$ cat src/wit_map.svh
`ifndef WIT_MAP_SVH
`define WIT_MAP_SVH

// Register indices; the byte address on the bus is four times the index
`define WIT_IDX_CTRL 8'hA8
`define WIT_IDX_COUNT 8'hA9
`define WIT_IDX_RSTCTRL 8'hAB
`define WIT_IDX_EVT_STAT 8'hAC
`define WIT_IDX_EVT_EN 8'hAD
`define WIT_IDX_EVT_CLR 8'hAE

// Field positions in the control/status register
`define WIT_BIT_OVERFLOW 7
`define WIT_BIT_MODE 6
`define WIT_BIT_ENABLE 5
`define WIT_CKS_HI 2
`define WIT_CKS_LO 0

// Field positions in the reset control/status register
`define WIT_BIT_WDRESET 7
`define WIT_BIT_RSTOUT 6

// Event status bits
`define WIT_EVT_INTERVAL 0
`define WIT_EVT_WDRESET 1
`define WIT_EVT_W 2

// Reset values, counter maximum and bits that read back as one
`define WIT_CTRL_FIXED 8'h18
`define WIT_RSTCTRL_FIXED 8'h3F
`define WIT_COUNT_RESET 8'h00
`define WIT_COUNT_MAX 8'hFF

// Length of the internal reset pulse in clock cycles
`define WIT_RST_PULSE_CYC 4'h8

`endif

$ cat src/wit_pkg.sv
package wit_pkg;

    // Prescaler tap selection, divisor of the system clock
    typedef enum logic [2:0] {
        WIT_CKS_DIV2 = 3'b000,
        WIT_CKS_DIV32 = 3'b001,
        WIT_CKS_DIV64 = 3'b010,
        WIT_CKS_DIV128 = 3'b011,
        WIT_CKS_DIV256 = 3'b100,
        WIT_CKS_DIV512 = 3'b101,
        WIT_CKS_DIV2048 = 3'b110,
        WIT_CKS_DIV4096 = 3'b111
    } wit_cks_t;

    // Internal reset pulse generator
    typedef enum logic [1:0] {
        WIT_RS_IDLE = 2'b00,
        WIT_RS_PULSE = 2'b01
    } wit_rst_state_t;

endpackage : wit_pkg

$ cat src/wit_sync.sv
`timescale 1ns/1ps

// Two-stage synchroniser for levels coming from pins
module wit_sync #(
    parameter int W = 1,
    parameter logic [W-1:0] INIT = '0
) (
    // Clock and reset
    input wire logic clock,
    input wire logic nrst,
    // Asynchronous level in, synchronised level out
    input wire logic [W-1:0] din,
    output logic [W-1:0] dout
);

    // First stage is read only by the second stage
    logic [W-1:0] meta_r;

    // Both stages take the idle level under reset
    always_ff @(posedge clock)
    begin
        if (!nrst)
        begin
            meta_r <= INIT;
            dout <= INIT;
        end
        else
        begin
            meta_r <= din;
            dout <= meta_r;
        end
    end

endmodule : wit_sync

$ cat src/wit_prescaler.sv
`timescale 1ns/1ps

// Clock divider: one-cycle tick at the selected division of the clock
module wit_prescaler #(
    parameter int W = 12
) (
    // Clock and reset
    input wire logic clock,
    input wire logic nrst,
    // Divider control
    input wire logic run,
    input wire logic [2:0] sel,
    // Count enable pulse
    output logic tick
);

    // Free counter, held at zero while the timer is stopped
    logic [W-1:0] div_r;
    logic [W-1:0] div_nxt;
    wire [W-1:0] mask;
    wire hit;

    // Low-bit mask whose all-ones pattern marks one divided period
    function automatic logic [W-1:0] div_mask(input logic [2:0] s);
        logic [W-1:0] m;
        m = '0;
        case (wit_pkg::wit_cks_t'(s))
            wit_pkg::WIT_CKS_DIV2: m = W'(12'h001);
            wit_pkg::WIT_CKS_DIV32: m = W'(12'h01F);
            wit_pkg::WIT_CKS_DIV64: m = W'(12'h03F);
            wit_pkg::WIT_CKS_DIV128: m = W'(12'h07F);
            wit_pkg::WIT_CKS_DIV256: m = W'(12'h0FF);
            wit_pkg::WIT_CKS_DIV512: m = W'(12'h1FF);
            wit_pkg::WIT_CKS_DIV2048: m = W'(12'h7FF);
            wit_pkg::WIT_CKS_DIV4096: m = W'(12'hFFF);
            default: m = W'(12'h001);
        endcase
        return m;
    endfunction : div_mask

    assign mask = div_mask(sel);
    assign hit = ((div_r & mask) == mask);
    // Restarting from zero gives a full first period after enable
    assign div_nxt = run ? div_r + W'(1) : '0;
    assign tick = run & hit;

    // Divider register
    always_ff @(posedge clock)
    begin
        if (!nrst)
            div_r <= '0;
        else
            div_r <= div_nxt;
    end

endmodule : wit_prescaler

$ cat src/wit_top.sv
// Our own choice: the APB interface to the registers.
`timescale 1ns/1ps
`include "wit_map.svh"

// Function
// - Overflow flag clears by read-one, then write-zero
// - Watchdog overflow resets and sets reset flag
// - Reset pin or written zero clears reset flag
// - Reset flag bit 7 ignores written one
module wit_top (
    // Clock and synchronous reset
    input wire logic clock,
    input wire logic nrst,
    // APB slave
    input wire logic psel,
    input wire logic penable,
    input wire logic pwrite,
    input wire logic [11:0] paddr,
    input wire logic [31:0] pwdata,
    output logic [31:0] prdata,
    output logic pready,
    output logic pslverr,
    // External reset pin, active low, asynchronous
    input wire logic external_reset_pin_n,
    // Interrupt and reset outputs
    output logic irq,
    output logic wdt_reset,
    output logic reset_pin_out,
    output logic reset_pin_oe
);

    // Synchronised external reset pin
    logic pin_n_s;
    // Whole-block clear: bus reset or external pin
    wire clr;

    // Control/status fields
    logic overflow_flag_r;
    logic mode_select_bit_r;
    logic timer_enable_bit_r;
    logic [2:0] clock_select_r;
    // Set by a read that saw the overflow flag at one
    logic ovf_armed_r;
    // Counter
    logic [7:0] count_register_r;
    logic [7:0] count_nxt;
    // Reset control/status fields
    logic watchdog_reset_flag_r;
    logic reset_output_enable_r;
    // Event status and enable
    logic [`WIT_EVT_W-1:0] evt_stat_r;
    logic [`WIT_EVT_W-1:0] evt_en_r;
    logic [`WIT_EVT_W-1:0] evt_stat_nxt;
    // Reset pulse generator
    wit_pkg::wit_rst_state_t rst_state_r;
    logic [3:0] pulse_cnt_r;
    // Read data register
    logic [31:0] prdata_r;
    // Prescaler tick
    logic tick;

    // Pin passes two flip-flops before any use; idles high
    wit_sync #(
        .W(1),
        .INIT(1'b1)
    ) u_pin_sync (
        .clock(clock),
        .nrst(nrst),
        .din(external_reset_pin_n),
        .dout(pin_n_s)
    );

    assign clr = !nrst || !pin_n_s;

    // Divider for the count clock, stopped while disabled
    wit_prescaler #(
        .W(12)
    ) u_presc (
        .clock(clock),
        .nrst(!clr),
        .run(timer_enable_bit_r),
        .sel(clock_select_r),
        .tick(tick)
    );

    // Address decode: each register is one aligned word
    function automatic logic reg_hit(input logic [11:0] a, input logic [7:0] idx);
        return (a == {2'b00, idx, 2'b00});
    endfunction : reg_hit

    wire hit_ctrl = reg_hit(paddr, `WIT_IDX_CTRL);
    wire hit_count = reg_hit(paddr, `WIT_IDX_COUNT);
    wire hit_rst = reg_hit(paddr, `WIT_IDX_RSTCTRL);
    wire hit_stat = reg_hit(paddr, `WIT_IDX_EVT_STAT);
    wire hit_en = reg_hit(paddr, `WIT_IDX_EVT_EN);
    wire hit_clr = reg_hit(paddr, `WIT_IDX_EVT_CLR);
    wire mapped = hit_ctrl | hit_count | hit_rst | hit_stat | hit_en | hit_clr;

    // Bus phases; the slave never inserts wait states
    wire setup_rd = psel && !penable && !pwrite;
    wire access = psel && penable;
    wire wr_ok = access && pwrite && mapped;
    wire rd_ok = access && !pwrite && mapped;
    wire wr_ctrl = wr_ok && hit_ctrl;
    wire wr_count = wr_ok && hit_count;
    wire wr_rst = wr_ok && hit_rst;
    wire wr_en = wr_ok && hit_en;
    wire wr_clr = wr_ok && hit_clr;
    wire rd_ctrl = rd_ok && hit_ctrl;

    // Bit 7 of the written byte
    wire wbit7 = pwdata[7];

    // Overflow when the counter rolls from its maximum; a write wins
    wire overflow = timer_enable_bit_r && tick && !wr_count &&
        (count_register_r == `WIT_COUNT_MAX);
    wire wdt_ovf = overflow && mode_select_bit_r;
    wire itv_ovf = overflow && !mode_select_bit_r;

    // Read multiplexer; unused bits read as zero, fixed ones as one
    wire [7:0] ctrl_rd = `WIT_CTRL_FIXED | {overflow_flag_r, mode_select_bit_r,
        timer_enable_bit_r, 2'b00, clock_select_r};
    wire [7:0] rst_rd = `WIT_RSTCTRL_FIXED | {watchdog_reset_flag_r,
        reset_output_enable_r, 6'h00};
    wire [7:0] rd_mux = hit_ctrl ? ctrl_rd :
        hit_count ? count_register_r :
        hit_rst ? rst_rd :
        hit_stat ? {6'h00, evt_stat_r} :
        hit_en ? {6'h00, evt_en_r} : 8'h00;

    // Bus answers
    assign pready = 1'b1;
    assign pslverr = access && !mapped;
    assign prdata = prdata_r;

    // Read data captured in the setup cycle, stable through the access
    always_ff @(posedge clock)
    begin
        if (clr)
            prdata_r <= 32'h00000000;
        else if (setup_rd)
            prdata_r <= {24'h000000, rd_mux};
    end

    // Overflow flag: hardware set beats the software clear
    always_ff @(posedge clock)
    begin
        if (clr)
            overflow_flag_r <= 1'b0;
        else if (overflow)
            overflow_flag_r <= 1'b1;
        else if (wr_ctrl && ovf_armed_r && !wbit7)
            overflow_flag_r <= 1'b0;
    end

    // Clear is only honoured after software has seen the flag at one
    always_ff @(posedge clock)
    begin
        if (clr)
            ovf_armed_r <= 1'b0;
        else if (rd_ctrl && overflow_flag_r)
            ovf_armed_r <= 1'b1;
        else if (wr_ctrl || !overflow_flag_r)
            ovf_armed_r <= 1'b0;
    end

    // Mode, enable and clock select; a watchdog reset returns them to idle
    always_ff @(posedge clock)
    begin
        if (clr || wdt_ovf)
        begin
            mode_select_bit_r <= 1'b0;
            timer_enable_bit_r <= 1'b0;
            clock_select_r <= 3'h0;
        end
        else if (wr_ctrl)
        begin
            mode_select_bit_r <= pwdata[`WIT_BIT_MODE];
            timer_enable_bit_r <= pwdata[`WIT_BIT_ENABLE];
            clock_select_r <= pwdata[`WIT_CKS_HI:`WIT_CKS_LO];
        end
    end

    // Counter: zero while disabled, software write beats the tick
    assign count_nxt = !timer_enable_bit_r ? `WIT_COUNT_RESET :
        wr_count ? pwdata[7:0] :
        tick ? count_register_r + 8'h01 : count_register_r;

    always_ff @(posedge clock)
    begin
        if (clr || wdt_ovf)
            count_register_r <= `WIT_COUNT_RESET;
        else
            count_register_r <= count_nxt;
    end

    // Reset flag: set by watchdog overflow, cleared by pin or written zero
    always_ff @(posedge clock)
    begin
        if (clr)
            watchdog_reset_flag_r <= 1'b0;
        else if (wdt_ovf)
            watchdog_reset_flag_r <= 1'b1;
        else if (wr_rst && !wbit7)
            watchdog_reset_flag_r <= 1'b0;
    end

    // Reset output enable survives the watchdog's own reset
    always_ff @(posedge clock)
    begin
        if (clr)
            reset_output_enable_r <= 1'b0;
        else if (wr_rst)
            reset_output_enable_r <= pwdata[`WIT_BIT_RSTOUT];
    end

    // Sticky events: set has priority over a same-cycle clear
    assign evt_stat_nxt = (evt_stat_r & ~(wr_clr ? pwdata[`WIT_EVT_W-1:0] : 2'b00)) |
        {wdt_ovf, itv_ovf};

    always_ff @(posedge clock)
    begin
        if (clr)
        begin
            evt_stat_r <= '0;
            evt_en_r <= '0;
        end
        else
        begin
            evt_stat_r <= evt_stat_nxt;
            if (wr_en)
                evt_en_r <= pwdata[`WIT_EVT_W-1:0];
        end
    end

    // Level interrupt while any enabled event is pending
    assign irq = |(evt_stat_r & evt_en_r);

    // Internal reset pulse of fixed length after a watchdog overflow
    always_ff @(posedge clock)
    begin
        if (clr)
        begin
            rst_state_r <= wit_pkg::WIT_RS_IDLE;
            pulse_cnt_r <= 4'h0;
        end
        else
        begin
            case (rst_state_r)
                wit_pkg::WIT_RS_IDLE:
                begin
                    if (wdt_ovf)
                    begin
                        rst_state_r <= wit_pkg::WIT_RS_PULSE;
                        pulse_cnt_r <= `WIT_RST_PULSE_CYC - 4'h1;
                    end
                end
                wit_pkg::WIT_RS_PULSE:
                begin
                    // Count down, the last cycle returns to idle
                    if (pulse_cnt_r == 4'h0)
                        rst_state_r <= wit_pkg::WIT_RS_IDLE;
                    else
                        pulse_cnt_r <= pulse_cnt_r - 4'h1;
                end
                default:
                    rst_state_r <= wit_pkg::WIT_RS_IDLE;
            endcase
        end
    end

    // Reset outputs; the pin is open drain, pulled low only when enabled
    assign wdt_reset = (rst_state_r == wit_pkg::WIT_RS_PULSE);
    assign reset_pin_out = 1'b0;
    assign reset_pin_oe = wdt_reset && reset_output_enable_r;
endmodule : wit_top

$ cat config.mk
export PLATFORM = sky130hd
export DESIGN_NAME = wit_top
export DESIGN_NICKNAME = d
export VERILOG_FILES = /design/src/wit_pkg.sv /design/src/wit_sync.sv /design/src/wit_prescaler.sv /design/src/wit_top.sv
export VERILOG_INCLUDE_DIRS = /design/src
export SDC_FILE = /design/constraint.sdc
export NUM_CORES = 1
export LEC_CHECK = 0
export BUFFER_PORTS_ARGS = -buffer_cell sky130_fd_sc_hd__buf_2
export CAP_MARGIN = 10
export CORE_ASPECT_RATIO = 0.6
export CORE_MARGIN = 1.5
export CORE_UTILIZATION = 46
export DETAILED_ROUTE_END_ITERATION = 16
export GPL_ROUTABILITY_DRIVEN = 0
export HOLD_SLACK_MARGIN = 0.03
export PLACE_DENSITY = 0.81
export SYNTH_ARGS = -nofsm -noshare
export SYNTH_HDL_FRONTEND = slang
export SYNTH_SLANG_ARGS = --single-unit
$ cat constraint.sdc
create_clock -name clock -period 1.78 [get_ports clock]
set_input_delay 0 -clock clock [delete_from_list [all_inputs] [get_ports clock]]
set_output_delay 0 -clock clock [all_outputs]
set_load 0.03 [all_outputs]
---- Yosys cells after proc, flatten, opt, wreduce, memory -nomap -nowiden ----
Memory sizes are Yosys's and may differ from the RTL's. A register that Yosys moved wholly into a read port is not among the register bits.
Cells that the tools add are included.
cells by class
  add/sub/neg operators ................... 3
  multipliers ............................. 0
  div/mod/pow operators ................... 0
  $lt $le $gt $ge ......................... 0
  eq/ne operators ......................... 12
  shifts and indexed selects .............. 0
  mux-type cells .......................... 22
  bitwise gates (word level) .............. 12
  reduce and logical (&&, ||, !) cells .... 48
operators by type and width
  operator                                               number
  equality test 12 x 10 -> 1 bit, second input constant  6
  2-to-1 mux 8 bit                                       5
  logical AND 1 bit                                      24
  adder 12 x 1 -> 12 bit, second input constant          1
  AND 12 bit                                             1
  equality test 12 bit                                   1
  2-to-1 mux 2 bit                                       5
  nonzero test 2 bit                                     5
  logical NOT 1 bit                                      9
  adder 8 x 1 -> 8 bit, second input constant            1
  equality test 8 bit, second input constant             1
  2-to-1 mux 4 bit                                       2
  case mux 4 bit (2 select lines)                        1
  2-to-1 mux 1 bit                                       6
  2-to-1 mux 3 bit                                       2
  OR reduction 2 bit                                     3
  bitwise OR 1 bit                                       5
  AND 2 bit                                              2
  logical NOT 4 bit                                      1
  != test 2 bit, second input constant                   2
  case mux 2 bit (2 select lines)                        1
  subtractor 4 x 1 -> 4 bit, second input constant       1
  logical OR 1 bit                                       3
  AND reduction 3 bit                                    1
  8 further kinds                                        8
storage, ports and cells
  register bits after elaboration ......... 49
  bits in latches ......................... 0
  memory bits (writable) .................. 0
  bits in read-only memories .............. 88
  bits of input ports ..................... 50
  output and inout port bits .............. 38
  logic and storage cells ................. 114
  memories kept ........................... 1
memory list
  memory           depth  bits a word  rd ports  clocked after Yosys merged registers in  wr ports  line                 source
  (no name shown)  8      11           1         1                                        0         wit_prescaler.sv:27  case (wit_pkg::wit_cks_t'(s))

---- Depth between registers and ports, before layout ----
Gate-level depths: netlist of the first run.
  depth in word-level cells ............... 14
  depth in mapped cells ................... 8
  mapped depth without buffers ............ 7

---- Modules after synthesis ----
A second synthesis of the first run with hierarchy kept.
second synthesis, totals
  cells, all modules ...................... 317
  area, all modules ....................... 2,645.0 um2
modules (own cells, without submodules)
  module         times used  cells each  area an instance (um2)  seq. area each (um2)
  wit_top        1           247         2,004.4                 680.7
  wit_prescaler  1           66          588.1                   240.2
  wit_sync       1           4           52.6                    40.0

---- Worst setup path after synthesis of the first run ----
No wires, ideal clock.
  path type ............................... reg-to-reg
  start ................................... register timer_enable_bit_r
  end ..................................... register pulse_cnt_r[2]
  setup time .............................. 0.060 ns
  arrival ................................. 1.708 ns
  required time ........................... 1.720 ns
  setup slack ............................. 0.012 ns
  stages on the path, launching flop included .. 8
  path buffers ............................ 1
  period minus slack after synthesis ...... 1.768 ns
  path through ............................ dfxtp_1 nand2_1 a2111oi_1 and2_1 buf_2 nand3_1 nor3_1 o31a_1
on the way
  word-level cells in the longest chain between the ends .. 7
ends and longest elaborated chain
  element                             line                 source
  from (decl)                         wit_top.sv:40        logic timer_enable_bit_r;
  from (signal assigned)              wit_top.sv:179       timer_enable_bit_r <= pwdata[`WIT_BIT_ENABLE];
  AND 1 bit                           wit_prescaler.sv:45  assign tick = run & hit;
  logical AND 1 bit (*) (3 in a row)  wit_top.sv:115       wire overflow = timer_enable_bit_r && tick && !wr_count &&
  logical AND 1 bit (*)               wit_top.sv:117       wire wdt_ovf = overflow && mode_select_bit_r;
  != test 2 bit (no line) (*)         -
  AND reduction 3 bit (no line) (*)   -
  to (signal assigned)                wit_top.sv:255       pulse_cnt_r <= `WIT_RST_PULSE_CYC - 4'h1;
  to (signal assigned)                wit_top.sv:264       pulse_cnt_r <= pulse_cnt_r - 4'h1;
  to (decl)                           wit_top.sv:56        logic [3:0] pulse_cnt_r;
Mark *: on every way between the ends. The rest lies on a longest branch, timed or not.
A chain may end at the register's enable or synchronous reset.

---- Worst setup path after layout of the first run ----
  start ................................... register count_register_r[0]
  end ..................................... register count_register_r[1]
on the way
  word-level cells in the longest chain between the ends .. 5
  elaborated cells between the ends (all ways) .. 8
  those cells by class .................... 1 x add/sub; 1 x eq/ne; 2 x mux; 4 x reduce/logical
ends and longest elaborated chain
  element                                                                       line            source
  from (decl)                                                                   wit_top.sv:45   logic [7:0] count_register_r;
  from (signal assigned)                                                        wit_top.sv:192  count_register_r <= `WIT_COUNT_RESET;
  from (signal assigned)                                                        wit_top.sv:194  count_register_r <= count_nxt;
  parallel branches: the longest is 5 deep, another holds adder 8 x 1 -> 8 bit  -
Parallel ways; which one is timed is not known. The select of a mux whose other input is x is not followed.

==> flow_summary.ini, run 1 <==
[power_and_ir_drop]
power_leakage_nw = 1.43
total_power_mw = 2.14
power.density_nw_per_um2 = 613
ir_worst_vdd_uv = 449

[detailed_routing]
drt_pass1_iterations = 5
drt-vias-per-instance = 5.32
num_vias = 2670
drc = 0
wire_per_inst_um = 13.6
drt_iter0_drc = 180
detail-route-antenna-nets = 0
wirelength_um = 6820

[run]
maxCapViolations = 0

[global_routing]
grt_pass1_wl_um = 11200
antenna_found_initial = 0
grt_max_degree = 18
grt_overflow = 0
grt.total_usage = 0.205
grt_pass1_vias = 2395

[worst_setup_path]
crit_fanout = 8
crit_arrival_ps = 1970
crit_top_cell = and3_1
max_stage_delay_ps = 370
startpoint = count_register_r[0]
crit_buf_inv = 0
worstSetupPathType = reg2reg
cp_cell_sequence = ha_1 > and3_1 > and3_1 > nand4_4 > nand3_2 > a211oi_1
start_kind = flop
cp_slowest_cell = dfxtp_1
r2r-start = count_register_r[0]
critical-path-top-delay-family = simple AND/OR/NAND/NOR gates
worstSetupEndpointType = flop
worst_ep_required_time_ps = 2000

[logic_synthesis]
synth_cell_types = 47
synth-edff-count = 0
synthArstFlopShare = 0
ys_seq_area_frac = 0.379
yosys_warnings = 0
syn_area_um2 = 2910
ys_dominant_reg_cell = dfxtp_1
synth_seq_cells = 55
syn_inst = 354
syn_avg_cell_area_um2 = 8.21

[cts]
cts.clk_slew.worst_paths_ps = 100
htreeDepth = 2
cts_tree = built
cts_buffers = 5
cts.sinks = 55
clock_latency_ps = 310
cts_root_buffer = clkbuf_8
clock_path_buffers = 2

[sta]
rsz0062_at_grt = true
max-slew-margin-rel = 0.658
setup_ws_ps = 36.0
worst_hold_slack_ps = 53.1
fin_crit_sh = 0.980
worstMarginPinSlew_ps = 512
finalHoldViolCount = 0
layout_min_cycle_time_ps = 1740
report.final.slew_viol_count = 0
setup_viol = 0
max_freq_mhz = 573
skew_ps = 5.83

[place]
hpwl_um = 5100
detailedPlace.worstSlack_ps = -123
postPlaceCellArea_um2 = 3230
io_buffers = 37

[floorplanning]
start_util = 0.476
die_w_um = 106
fp.coreArea_um2 = 6110
dieHeight_um = 64.6
io_pins = 88
dieArea_um2 = 6820
rows = 22

[worst_hold_path]
hp-class = in2reg
min_from = pwdata[2]

[status]
outcome = completed

[final_layout]
finalNetCount = 470
drive_above_1_share = 0.215
syn_to_final_growth_pct = 20.0
num_antenna_cells = 0
design_area_um2 = 3490
[state kept, by name (all words and copies together), names as in the netlist, 2 cells and up]
name	count
u_presc.div_r	12
clock_select_r	3
prdata	8
evt_en_r	2
count_register_r	8
u_presc.mask	7
pulse_cnt_r	4
evt_stat_r	2
[report_power, final]
| group | internal (mW) | total (mW) | switching [mW] |
|---|---|---|---|
| logic | 0.0591 | 0.221 | 0.162 |
| clock network | 0.278 | 0.684 | 0.406 |
| registers | 1.23 | 1.23 | 0.00125 |
| total | 1.57 | 2.14 | 0.569 |
[cells by family (layout without fill, tap and decap cells)]
| group | after synthesis | after routing | synth area share |
|---|---|---|---|
| DFF | 55 | 55 | 0.379 |
| and+or+nand+nor | 153 | 153 | 0.285 |
| AOI/OAI and AO/OA | 67 | 67 | 0.143 |
| xor gates and xnor gates | 16 | 16 | 0.0482 |
| adders and majority gates | 3 | 3 | 0.0129 |
| other | 2 | 26 | 0.00258 |
| buffers and inverters | 50 | 90 | 0.102 |
| muxes | 8 | 8 | 0.0276 |
[Yosys cell counts (3+ instances only)]
cell type  number  area share
dfxtp_1        55        0.38
nand2_1        37       0.048
nor2_1         28       0.036
a21oi_1        27       0.046
buf_4          26       0.067
nand3_1        24       0.041
and3_1         15       0.032
o21ai_0        11       0.019
clkbuf_1       10       0.013
xor2_1          9       0.027
a211oi_1        8       0.021
inv_1           8       0.010
mux2i_1         8       0.028
nand2b_1        8       0.017
nand4_1         8       0.017
nor3_1          7       0.012
xnor2_1         7       0.021
and2_1          6       0.013
nor2b_1         5       0.011
o211ai_1        5       0.013
o21a_1          5       0.013
ha_1            3       0.013
nor4_1          3      0.0065
o31a_1          3      0.0090
[routing by layer]
metal  GRT usage  part of all wire  vias to the layer above
li1            -                 -                     1312
met1       0.294              0.47                     1256
met2       0.307              0.45                       97
met3      0.0453             0.073                        5
met4      0.0625            0.0064                        0
met5           0                 0                        -
[repair_timing]
item,4_1_cts,5_1_grt
endpoints found under the hold margin,13,0
pin swaps,2,10
hold buffers,10,0
setup buffers,0,1
setup endpoints to repair,24,25
resized for setup,3,13
[worst paths after layout]
kind              slack [ps]                  end  cells after the start
setup / recovery          40  count_register_r[1]                      6
hold reg to reg          420      u_pin_sync.dout                      1
hold / removal            50    clock_select_r[2]                      3
setup reg to reg          40  count_register_r[1]                      6
[worst register-to-register path: cells and delay by family, from the launching register on]
kind / cells / cell delay (ps)
AO/OA/AOI/OAI: 1 / 250
adder cells (fa/ha/maj): 1 / 270
flip-flops: 1 / 370
AND/OR/NAND/NOR: 4 / 780
[stage by stage]
| step | cells | setup TNS [ps] | util |
|---|---|---|---|
| after CTS | 501 | 0 | 0.563 |
| final | 502 | 0 | 0.571 |
| after floorplan | 378 | 0 | - |
| after global routing | 502 | -212 | 0.571 |
| after detailed placement | 483 | -682 | 0.528 |
| after global placement | 483 | -12.7 | 0.528 |
[cell type report]
class	count	area [µm²]
Clock buffer	5	68.8
Fill cell	571	2620
Inverter	8	30.0
Timing Repair Buffer	74	512
Multi-Input combinational cell	273	1650
Tap cell	84	105
Sequential cell	55	1100
Clock inverter	3	18.8
[cell usage in the layout, fill, tap and decap left out, types with 5 or more instances in the layout]
cell type and count:
dfxtp_1 54, buf_2 37, nand2_1 36, nor2_1 28, a21oi_1 27, conb_1 26
buf_4 23, nand3_1 22, and3_1 15, o21ai_0 10, dlygate4sd3_1 10, xor2_1 9
nand2b_1 8, nand4_1 8, mux2i_1 8, inv_1 7, xnor2_1 7, nor3_1 6
a211oi_1 6, nor2b_1 5, and2_1 5, o211ai_1 5, o21a_1 5, clkbuf_8 5
(Power assumes the default switching activity.)
==> run 2, diff against run 1 <==
Settings changed: CORE_MARGIN 1.5 to default, CORE_UTILIZATION 46 to 39, PLACE_DENSITY 0.81 to 0.72.
==> run 2 against run 1 <==
Effect of this change:
- the run now ends with negative setup slack left
- critical path depth is 3 higher
- non-clock buffer count is 1 lower
- clock skew is 1.0 ps higher
- power is 17% higher
- clock power is 54% higher
- first-iteration DRC count is 12% lower
- sequential power hardly changed
- core utilization is 5.3 points lower
- sequential share of layout area is 0.79 points lower
- via count is 0.97% lower
==> flow_summary.ini, run 2 (synthesized netlist as in run 1, its figures left out) <==
[floorplanning]
rows = 23
start_util = 0.419
fp.coreArea_um2 = 6940
io_pins = 88
dieHeight_um = 68.9
die_w_um = 113
dieArea_um2 = 7810

[worst_setup_path]
max_stage_delay_ps = 350
cp_cell_sequence = nand2_2 > a2111oi_4 > buf_4 > and2_4 > buf_6 > nand3_2 > nor3_2 > buf_4 > o31a_1
ff2ff_path_depth = 9
worstSetupEndpointType = flop
reg2reg_slack_ps = -10
crit_fanout = 4
crit_top_cell = buf_4
cp_slowest_cell = dfxtp_2
start_kind = flop
worst_ep_required_time_ps = 2030
crit_arrival_ps = 2040
worstSetupPathType = reg2reg

[final_layout]
largest_reg_flops = 12
largest-register = u_presc.div_r
num_antenna_cells = 0
syn_to_final_growth_pct = 23.5
finalNetCount = 469
multi_input_area_um2 = 1670
mostFrequentLayoutCell = dfxtp_1
fillCellCount = 665
drive_above_1_share = 0.230
layout_common_cells = 51 x dfxtp_1, 37 x buf_2, 35 x nand2_1
fin_util = 0.518
regArea_um2 = 1110

[sta]
report.final.slew_viol_count = 0
worst_hold_slack_ps = 55.8
finalHoldViolCount = 0
fin_crit_sh = 1.01
layout_min_cycle_time_ps = 1790
max-slew-margin-rel = 0.640
setup_viol = 2
worstMarginPinSlew_ps = 539
rsz0062_at_grt = true
skew_ps = 6.87
max_freq_mhz = 559
setup_ws_ps = -9.83

[global_routing]
grt_pass1_vias = 2504
grt.total_usage = 0.204
grt_overflow = 0
gr-usage-met3 = 0.0463
grt_max_degree = 19
antenna_found_initial = 0
grt_pass1_wl_um = 12100
use_met1 = 0.286
use_met2 = 0.311
grt-busiest-layer = met2

[status]
outcome = finished with violations
violations = negative setup slack

[cts]
cts.sinks = 55
htreeDepth = 2
clock_latency_ps = 300
cts.clk_slew.worst_paths_ps = 70
cts_buffers = 5
clock_path_buffers = 2
cts_root_buffer = clkbuf_16
cts_tree = built

[detailed_routing]
drt_iter0_drc = 159
drt-vias-per-instance = 5.11
wire_per_inst_um = 14.1
drc = 0
drt_pass1_iterations = 4
num_vias = 2644
wirelength_um = 7320
detail-route-antenna-nets = 0

[place]
io_buffers = 37
hpwl_um = 5510

[power_and_ir_drop]
ir_worst_vdd_uv = 310
power_leakage_nw = 1.46
power.density_nw_per_um2 = 698

[worst_hold_path]
holdPathStages = 3
hp-class = in2reg

[run]
maxCapViolations = 0
-- run 2: timing repair --
action	CTS	global route
gates resized for setup	7	14
endpoints found under the hold margin	10	0
buffers inserted	0	2
setup endpoints to repair	27	26
pin swaps	3	13
hold buffers	8	0
-- run 2: routing by layer --
| layer | part of all wire | wire, µm |
|---|---|---|
| met5 | 0 | 0 |
| met4 | 0.012 | 85 |
| met3 | 0.090 | 655 |
| met2 | 0.42 | 3050 |
| met1 | 0.48 | 3530 |
-- run 2: report_power, final --
part           leakage [nW]  total, mW  switching [mW]  internal [mW]
Clock                0.0790       1.05           0.477          0.573
Sequential            0.445       1.23         0.00133           1.23
Combinational         0.939      0.221           0.165         0.0561
Total                  1.46       2.51           0.643           1.86
-- run 2: worst max-delay path: cells and delay by family, from the launching register on --
kind            cells  cell delay, ps
simple gates        4             490
buf+inv             3             440
compound gates      2             460
flops               1             350
-- run 2: final timing paths --
check                    start           endpoint
min                  pwdata[0]  clock_select_r[0]
max           u_presc.div_r[0]     pulse_cnt_r[0]
max reg2reg   u_presc.div_r[0]     pulse_cnt_r[0]
min reg2reg  u_pin_sync.meta_r    u_pin_sync.dout
-- run 2: through the flow --
stage | power [mW] | cells | TNS (ps) | worst slack (ps) | cell area [µm²]
final | 2.51 | 517 | -13.5 | -9.83 | 3590
after global placement | 1.46 | 500 | -1620 | -172 | 3260
after CTS | 2.53 | 515 | 0 | 1.85 | 3520
after floorplan | 1.45 | 378 | 0 | 12.3 | 3000
after detailed placement | 1.46 | 500 | -4470 | -266 | 3260
after global routing | 2.61 | 517 | -736 | -70.2 | 3590
-- run 2: final cells by class --
cell class	instances	share of cell area
Timing Repair Buffer	73	0.138
Multi-Input combinational cell	273	0.466
Tap cell	100	0.0349
Inverter	8	0.00837
Sequential cell	55	0.308
Clock inverter	2	0.00558
Clock buffer	6	0.0387
